`src/hsmc_pkg.sv`:
```
// hsmc_pkg: constants of the measurement configuration block
// assumes one 125 MHz clock and 8-bit registers at byte addresses
package hsmc_pkg;

  localparam int unsigned DATA_W   = 8;
  localparam int unsigned ADDR_W   = 8;
  localparam int unsigned NUM_PROT = 10;

  // protected window 07h..10h, config register is the last entry
  localparam logic [7:0] PROT_FIRST_ADDR = 8'h07;
  localparam logic [7:0] PROT_LAST_ADDR  = 8'h10;
  localparam logic [7:0] CFG_ADDR        = 8'h10;
  localparam logic [7:0] STATUS_ADDR     = 8'h06;

  // reset values of the protected window, index = addr - 07h
  localparam logic [7:0] PROT_RESET [NUM_PROT] = '{
    8'h00, 8'h00, 8'h00, 8'h00, 8'h00, 8'h00, 8'h00, 8'h38, 8'h00, 8'h01
  };
  // bits that take part in the parity, index = addr - 07h
  localparam logic [7:0] PROT_MASK [NUM_PROT] = '{
    8'h7f, 8'hff, 8'hff, 8'hff, 8'hff, 8'hff, 8'hff, 8'h3f, 8'h3f, 8'hff
  };

  // config register field positions
  localparam int unsigned CFG_TEMP_DIS_BIT = 7;
  localparam int unsigned CFG_ANGULAR_BIT  = 6;
  localparam int unsigned CFG_CONVERSION_ON_READ_SELECT_HI      = 5;
  localparam int unsigned CFG_CONVERSION_ON_READ_SELECT_LO      = 4;
  localparam int unsigned CFG_DOUBLE_BIT   = 3;
  localparam int unsigned CFG_DRIFT_HI     = 2;
  localparam int unsigned CFG_DRIFT_LO     = 1;
  localparam int unsigned CFG_PARITY_BIT   = 0;

  // status register flag position
  localparam int unsigned STATUS_CFG_OK_BIT = 6;

  typedef enum logic [1:0] {
    HSMC_CONVERSION_ON_READ_SELECT_NONE      = 2'h0,
    HSMC_CONVERSION_ON_READ_SELECT_FIRST_MSB = 2'h1,
    HSMC_CONVERSION_ON_READ_SELECT_AFTER_05  = 2'h2,
    HSMC_CONVERSION_ON_READ_SELECT_AFTER_05B = 2'h3
  } hsmc_conversion_on_read_select_t;

endpackage

```
`src/hsmc_parity.sv`:
```
// hsmc_parity: odd-parity reduction over the masked protected window
// assumes data and mask are packed in the same entry order
`timescale 1ns/10ps
module hsmc_parity
  import hsmc_pkg::*;
#(
  parameter int unsigned N = NUM_PROT
) (
  input  wire logic [N*DATA_W-1:0] data,
  input  wire logic [N*DATA_W-1:0] mask,
  output logic                     odd
);

  if (N < 1) begin : g_chk
    $error("hsmc_parity needs at least one entry");
  end

  // excluded bits are masked off before the reduction
  assign odd = ^(data & mask);

endmodule // hsmc_parity

```
`src/hsmc_config.sv`:
```
// hsmc_config: measurement configuration register, parity guard of the
// wake-up/config window and conversion control derived from it
// assumes the bus framing logic delivers one-cycle write strobes and read
// events on the same clock
//
// Functional notes
// temp_disable low converts temperature; high leaves temperature at reset value.
// angular_mode low converts z; high with temp_disable high converts only x and y.
// host never sets angular_mode while temp_disable is low.
// with single-byte read, trigger field picks none, before first msb, after 05h.
// trigger field is ignored while single_byte_read_select is low.
// double_sensitivity doubles x/y/z integration; temperature unaffected.
// magnet_drift_comp selects none or one of three drift coefficients.
// config_parity_bit gives odd parity over 07h..10h minus excluded bits.
// after reset parity counts as invalid and config_parity_ok_flag is clear.
// host rewrites config_parity_bit once after any reset.
// a write leaving parity wrong disables wake-up.
// parity is re-evaluated after every protected write; flag set only when odd.
`timescale 1ns/10ps
module hsmc_config
  import hsmc_pkg::*;
(
  input  wire logic              clk,
  input  wire logic              rst_n,
  input  wire logic              wr_en,
  input  wire logic [ADDR_W-1:0] wr_addr,
  input  wire logic [DATA_W-1:0] wr_data,
  input  wire logic              single_byte_read_select,
  input  wire logic              rd_first_msb_evt,
  input  wire logic              rd_after_05_evt,
  output logic [DATA_W-1:0]      measurement_config_q,
  output logic                   conv_temp_en_q,
  output logic                   conv_z_en_q,
  output logic                   conv_xy_en_q,
  output logic                   long_integration_q,
  output logic [1:0]             magnet_drift_comp_q,
  output logic                   conv_trigger_q,
  output logic                   config_parity_ok_flag_q,
  output logic                   wake_enable_q
);

  logic [DATA_W-1:0]          prot_q [NUM_PROT];
  logic [NUM_PROT*DATA_W-1:0] prot_flat;
  logic [NUM_PROT*DATA_W-1:0] mask_flat;
  logic                       prot_hit;
  logic                       eval_q;
  logic                       parity_odd;
  logic [DATA_W-1:0]          cfg;
  hsmc_conversion_on_read_select_t                 conversion_on_read_select;

  assign prot_hit = wr_en && (wr_addr >= PROT_FIRST_ADDR) && (wr_addr <= PROT_LAST_ADDR);
  assign cfg      = prot_q[NUM_PROT-1];
  assign conversion_on_read_select     = hsmc_conversion_on_read_select_t'(cfg[CFG_CONVERSION_ON_READ_SELECT_HI:CFG_CONVERSION_ON_READ_SELECT_LO]);

  // one storage entry per protected address; config is the last one
  for (genvar i = 0; i < NUM_PROT; i++) begin : g_prot
    always_ff @(posedge clk) begin
      if (!rst_n) begin
        prot_q[i] <= PROT_RESET[i];
      end else if (wr_en && wr_addr == PROT_FIRST_ADDR + 8'(i)) begin
        prot_q[i] <= wr_data;
      end
    end
    assign prot_flat[i*DATA_W +: DATA_W] = prot_q[i];
    assign mask_flat[i*DATA_W +: DATA_W] = PROT_MASK[i];
  end

  hsmc_parity #(
    .N    (NUM_PROT)
  ) u_parity (
    .data (prot_flat),
    .mask (mask_flat),
    .odd  (parity_odd)
  );

  assign measurement_config_q = cfg;

  // evaluate one cycle after the write so the new byte is already stored
  always_ff @(posedge clk) begin
    if (!rst_n) begin
      eval_q <= 1'b0;
    end else begin
      eval_q <= prot_hit;
    end
  end

  // flag stays clear after reset even if reset values happen to be odd
  always_ff @(posedge clk) begin
    if (!rst_n) begin
      config_parity_ok_flag_q <= 1'b0;
      wake_enable_q           <= 1'b0;
    end else if (eval_q) begin
      config_parity_ok_flag_q <= parity_odd;
      wake_enable_q           <= parity_odd;
    end
  end

  // forbidden angular-without-temp-disable is not policed: z simply converts
  always_ff @(posedge clk) begin
    if (!rst_n) begin
      conv_temp_en_q      <= 1'b1;
      conv_z_en_q         <= 1'b1;
      conv_xy_en_q        <= 1'b1;
      long_integration_q  <= 1'b0;
      magnet_drift_comp_q <= 2'h0;
    end else begin
      conv_temp_en_q      <= !cfg[CFG_TEMP_DIS_BIT];
      conv_z_en_q         <= !(cfg[CFG_ANGULAR_BIT] && cfg[CFG_TEMP_DIS_BIT]);
      conv_xy_en_q        <= 1'b1;
      long_integration_q  <= cfg[CFG_DOUBLE_BIT];
      magnet_drift_comp_q <= cfg[CFG_DRIFT_HI:CFG_DRIFT_LO];
    end
  end

  always_ff @(posedge clk) begin
    if (!rst_n) begin
      conv_trigger_q <= 1'b0;
    end else if (!single_byte_read_select) begin
      conv_trigger_q <= 1'b0;
    end else begin
      unique case (conversion_on_read_select)
        HSMC_CONVERSION_ON_READ_SELECT_NONE:      conv_trigger_q <= 1'b0;
        HSMC_CONVERSION_ON_READ_SELECT_FIRST_MSB: conv_trigger_q <= rd_first_msb_evt;
        HSMC_CONVERSION_ON_READ_SELECT_AFTER_05,
        HSMC_CONVERSION_ON_READ_SELECT_AFTER_05B: conv_trigger_q <= rd_after_05_evt;
      endcase
    end
  end

  flag_after_eval_a: assert property (@(posedge clk) disable iff (!rst_n)
    eval_q |=> config_parity_ok_flag_q == $past(parity_odd))
    else $error("parity flag does not follow evaluation");

  flag_holds_a: assert property (@(posedge clk) disable iff (!rst_n)
    !eval_q |=> $stable(config_parity_ok_flag_q))
    else $error("parity flag changed without a write");

  write_evaluates_a: assert property (@(posedge clk) disable iff (!rst_n)
    prot_hit |-> ##2 config_parity_ok_flag_q == $past(parity_odd))
    else $error("parity not evaluated two cycles after write");

  wake_follows_flag_a: assert property (@(posedge clk) disable iff (!rst_n)
    wake_enable_q == config_parity_ok_flag_q)
    else $error("wake enable disagrees with parity flag");

  reset_flag_clear_a: assert property (@(posedge clk)
    !rst_n |=> !config_parity_ok_flag_q && !wake_enable_q)
    else $error("parity flag not cleared by reset");

  temp_enable_a: assert property (@(posedge clk) disable iff (!rst_n)
    ##1 conv_temp_en_q == !$past(cfg[CFG_TEMP_DIS_BIT]))
    else $error("temperature enable wrong");

  z_enable_a: assert property (@(posedge clk) disable iff (!rst_n)
    (cfg[CFG_ANGULAR_BIT] && cfg[CFG_TEMP_DIS_BIT]) |=> !conv_z_en_q)
    else $error("z converted in angular mode");

  no_conversion_on_read_select_pr0_a: assert property (@(posedge clk) disable iff (!rst_n)
    !single_byte_read_select |=> !conv_trigger_q)
    else $error("trigger while single-byte read off");

  conversion_on_read_select_msb_a: assert property (@(posedge clk) disable iff (!rst_n)
    (single_byte_read_select && conversion_on_read_select == HSMC_CONVERSION_ON_READ_SELECT_FIRST_MSB && rd_first_msb_evt)
      |=> conv_trigger_q)
    else $error("missing trigger before first msb");

  conversion_on_read_select_none_a: assert property (@(posedge clk) disable iff (!rst_n)
    (conversion_on_read_select == HSMC_CONVERSION_ON_READ_SELECT_NONE) |=> !conv_trigger_q)
    else $error("trigger with trigger field zero");

  double_sens_a: assert property (@(posedge clk) disable iff (!rst_n)
    $rose(cfg[CFG_DOUBLE_BIT]) |=> long_integration_q)
    else $error("double sensitivity not applied");

  drift_sel_a: assert property (@(posedge clk) disable iff (!rst_n)
    ##1 magnet_drift_comp_q == $past(cfg[CFG_DRIFT_HI:CFG_DRIFT_LO]))
    else $error("drift coefficient select wrong");

  // both after-05h field codes must raise the trigger on the read after register 05h
  conversion_on_read_select_after_05_a: assert property (@(posedge clk) disable iff (!rst_n)
    (single_byte_read_select && conversion_on_read_select inside {HSMC_CONVERSION_ON_READ_SELECT_AFTER_05, HSMC_CONVERSION_ON_READ_SELECT_AFTER_05B}
      && rd_after_05_evt) |=> conv_trigger_q)
    else $error("missing trigger after register 05h");

  msb_only_a: assert property (@(posedge clk) disable iff (!rst_n)
    (conversion_on_read_select == HSMC_CONVERSION_ON_READ_SELECT_FIRST_MSB && !rd_first_msb_evt) |=> !conv_trigger_q)
    else $error("trigger without first msb read");

  after_05_only_a: assert property (@(posedge clk) disable iff (!rst_n)
    (conversion_on_read_select inside {HSMC_CONVERSION_ON_READ_SELECT_AFTER_05, HSMC_CONVERSION_ON_READ_SELECT_AFTER_05B} && !rd_after_05_evt)
      |=> !conv_trigger_q)
    else $error("trigger without read after register 05h");

  single_pulse_a: assert property (@(posedge clk) disable iff (!rst_n)
    (conv_trigger_q && !rd_first_msb_evt && !rd_after_05_evt) |=> !conv_trigger_q)
    else $error("trigger pulse longer than its event");

  wake_clear_a: assert property (@(posedge clk) disable iff (!rst_n)
    (eval_q && !parity_odd) |=> !wake_enable_q)
    else $error("wake-up left on with wrong parity");

  flag_set_a: assert property (@(posedge clk) disable iff (!rst_n)
    (eval_q && parity_odd) |=> config_parity_ok_flag_q && wake_enable_q)
    else $error("parity flag not set for odd parity");

  no_eval_outside_a: assert property (@(posedge clk) disable iff (!rst_n)
    (wr_en && !prot_hit) |=> !eval_q)
    else $error("parity evaluated for unprotected write");

  config_stored_a: assert property (@(posedge clk) disable iff (!rst_n)
    (wr_en && wr_addr == CFG_ADDR) |=> measurement_config_q == $past(wr_data))
    else $error("config write not stored");

  xy_enabled_a: assert property (@(posedge clk) disable iff (!rst_n)
    conv_xy_en_q)
    else $error("x and y conversion disabled");

  z_enabled_a: assert property (@(posedge clk) disable iff (!rst_n)
    !cfg[CFG_ANGULAR_BIT] |=> conv_z_en_q)
    else $error("z not converted with angular mode off");

  double_follow_a: assert property (@(posedge clk) disable iff (!rst_n)
    ##1 long_integration_q == $past(cfg[CFG_DOUBLE_BIT]))
    else $error("integration length does not follow double sensitivity");

  reset_outputs_a: assert property (@(posedge clk)
    !rst_n |=> measurement_config_q == PROT_RESET[NUM_PROT-1] && conv_temp_en_q
      && conv_z_en_q && !conv_trigger_q)
    else $error("conversion outputs not at reset values");

endmodule // hsmc_config

```
`config.mk`:
```
export PLATFORM = sky130hd
export DESIGN_NAME = hsmc_config
export DESIGN_NICKNAME = d
export VERILOG_FILES = /design/src/hsmc_pkg.sv /design/src/hsmc_parity.sv /design/src/hsmc_config.sv
export SDC_FILE = /design/constraint.sdc
export NUM_CORES = 1
export LEC_CHECK = 0
export BUFFER_PORTS_ARGS = -buffer_cell sky130_fd_sc_hd__buf_2
export CAP_MARGIN = 40
export CORE_MARGIN = 2
export CORE_UTILIZATION = 50
export DETAILED_ROUTE_END_ITERATION = 10
export PLACE_DENSITY = 0.8
export SKIP_LAST_GASP = 1
export SYNTH_ARGS = -nofsm -noshare
export SYNTH_HDL_FRONTEND = slang
export SYNTH_HIERARCHICAL = 1
export SYNTH_SLANG_ARGS = --single-unit
```
`constraint.sdc`:
```
create_clock -name clk -period 8.4 [get_ports clk]
set_clock_uncertainty 0.2 [all_clocks]
set_input_delay 0.84 -clock clk [delete_from_list [all_inputs] [get_ports clk]]
set_output_delay 0.84 -clock clk [all_outputs]
set_load 0.01 [all_outputs]
```
==> flow_summary.yaml <==
clocking:
  holdBufCountCts: 0
  cts_setup_buffers: 0
  insertion_delay_ns: 0.36
  cts_tree: "yes"
  clk_pin_slew_worst_paths_ns: 0.09
  cts.sinks: 88
  cts-htree-levels: 3
  cts_root_buf: "clkbuf_8"
  cts-buffers-inserted: 9
  cts_max_path_buffers: 2
  cts_resized: 0
floorplan:
  die_height_um: 98.24
  rows: 34
  start_util: 0.5117
  io_pins: 39
  dieArea_mm2: 0.009651
  die_x_um: 98.24
  core_area_mm2: 0.008678
sta:
  setup_tns_ns: 0
  min_period_over_period: 0.3420
  worstMarginPinSlew_ns: 0.7061
  slew_viol_final: 0
  setup_viol: 0
  min_period_ns: 2.873
  final_hold_viol_count: 0
  rsz0062_at_grt: "no"
  max_freq_mhz: 348.1
  setup_ws_ns: 5.527
  relSlewSlack: 0.5243
synthesis:
  ys_warn_count: 6
  synth_top_family_by_area: "simple AND/OR/NAND/NOR gates"
  synthTopCellsByArea: "edfxtp_1 (54%), xnor2_1 (11%), nand2_1 (8.5%)"
  syn_inst: 422
  synth_compound_area_frac: 0.009017
  synth_most_common_cell: "nand2_1"
  synthAdderAreaFrac: 0
  synthXorXnorAreaFrac: 0.1569
  seq_area_frac_synth: 0.5771
  synth_mux_area_frac: 0.002254
  synth.distinct_cells: 35
  ys.flop_type: "edfxtp_1"
  synthTopCellsByCount: "nand2_1 (101), edfxtp_1 (80), nor2_1 (71)"
  yosys.area_share.simple: 0.2189
  async_reset_ff_frac: 0
  synth_seq_cells: 88
  yosys.area.top_type_share: 0.5410
  syn_area_mm2: 0.004441
  synth_top_cell_by_area: "edfxtp_1"
  postSynthAreaPerCell_um2: 10.52
  synth_edf_count: 80
setup_path:
  cpPeakStageDelay_ns: 0.71
  critPathCaptureType: "flop"
  cp_slowest_cell: "or4_1"
  critPathRequiredTime_ns: 8.22
  crit_chain: "buf_2, or4b_1, or4_1, nand2_1"
  cp_max_fo: 9
  arrival_ns: 2.70
  crit_type: "primary input to flop"
  start_kind: "primary input"
grt:
  grt_max_degree: 35
  grt_use_met2: 0.3361
  busiest_layer: "met2"
  track_usage: 0.2117
  grt.met3_usage: 0.04152
  grt_overflow: 0
  grt_pass1_wl_mm: 15.26
  met1_usage: 0.2719
  grt_pass1_vias: 3033
  antenna_found_initial: 0
detailed_routing:
  wl_per_cell_um: 15.05
  viasPerCell: 4.819
  antenna_left: 0
  wirelength_mm: 9.644
  route.detailed.drc: 0
  vias: 3089
  drtIter0Drc: 281
  drtPass1Iterations: 5
final_layout:
  final_area_mm2: 0.005115
  final_util: 0.5894
  n_antenna_cell: 0
  area_growth_pct: 15.19
  fin_nets: 550
  layout-drive-gt1-share: 0.1088
run_status:
  outcome: "complete, no violations"
pwr:
  p_leak_nw: 1.914
  pwr_density_cell_mw_per_mm2: 192.7
  irDropWorstVdd_mv: 0.1126
placed_design:
  dp_hpwl_mm: 7.301
  globalplace.congestion: 0.9032
  dpl_cell_area_mm2: 0.004933
  numPortBuffers: 37
  dp_slack_ns: 5.135
run:
  maxCapViolations: 0
worst_hold_path:
  hold_path_class: "flop to flop"
-- area by class of cell --
cell class                      count  area, um2
Clock inverter                      4      31.28
Sequential cell                    88       2562
Tap cell                          108      135.1
Inverter                            2      7.507
Multi-Input combinational cell    385       2023
Clock buffer                       12      145.1
Timing Repair Buffer               42      210.2
Fill cell                         753       3563
-- worst paths after layout --
kind,start,to,slack [ns],cells past startpoint
worst min register to register,prot_q[9][7]$_SDFFCE_PN0P_,conv_temp_en_q$_SDFF_PN1_,0.29,1
worst min-delay path,prot_q[9][7]$_SDFFCE_PN0P_,conv_temp_en_q$_SDFF_PN1_,0.29,1
worst max register to register,prot_q[9][7]$_SDFFCE_PN0P_,wake_enable_q$_SDFFE_PN0P_,5.93,9
worst max-delay path,wr_addr[7],prot_q[0][2]$_SDFFCE_PN0P_,5.53,4
-- layer usage --
layer | part of all wire | routed length (um)
met1 | 0.42 | 4043
met2 | 0.46 | 4464
met3 | 0.067 | 649
met4 | 0.050 | 486
met5 | 0 | 0
-- state kept, by name, indices dropped and copies added, names as in the netlist --
signal	cells
magnet_drift_comp_q	2
prot_q	80
wake_enable_q	1
conv_trigger_q	1
eval_q	1
long_integration_q	1
conv_temp_en_q	1
conv_z_en_q	1
-- power by group --
part           internal (mW)  total, mW  switching, mW
registers              0.497      0.506        0.00851
logic                 0.0983      0.212          0.114
clock network          0.116      0.268          0.151
-- critical path: cells and delay by family --
| kind | cells | cell delay [ns] |
|---|---|---|
| buffers and inverters | 1 | 0.10 |
| AND/OR/NAND/NOR | 3 | 1.75 |
-- cells in the final DEF (no fill, tap or decap), types with 5 or more instances in the layout --
| master | netlist | final |
|---|---|---|
| and2_1 | 11 | 11 |
| buf_2 | 1 | 41 |
| clkbuf_8 | 0 | 10 |
| conb_1 | 2 | 81 |
| dfxtp_1 | 8 | 8 |
| edfxtp_1 | 80 | 80 |
| nand2_1 | 101 | 101 |
| nand3_1 | 7 | 7 |
| nor2_1 | 71 | 71 |
| o21ai_0 | 5 | 5 |
| or3_1 | 5 | 5 |
| xnor2_1 | 57 | 57 |
| xor2_1 | 20 | 20 |
-- through the flow --
| step | std cells | power, mW | hold slack, ns |
|---|---|---|---|
| 2_1_floorplan | 501 | 0.6734 | 0.2644 |
| 5_1_grt | 641 | 1.028 | 0.3361 |
| 3_3_place_gp | 620 | 0.7186 | 0.2724 |
| 6_report | 641 | 0.9859 | 0.2944 |
| 4_1_cts | 640 | 0.9844 | 0.2976 |
| 3_5_place_dp | 624 | 0.7252 | 0.2855 |
-- cells by family after synthesis --
family,count (synthesis)
and+or+nand+nor,218
DFF,88
xor gates and xnor gates,78
buffers and inverters,28
AOI/OAI and AO/OA,7
other,2
muxes,1
Power figures use the tool's default switching activity.
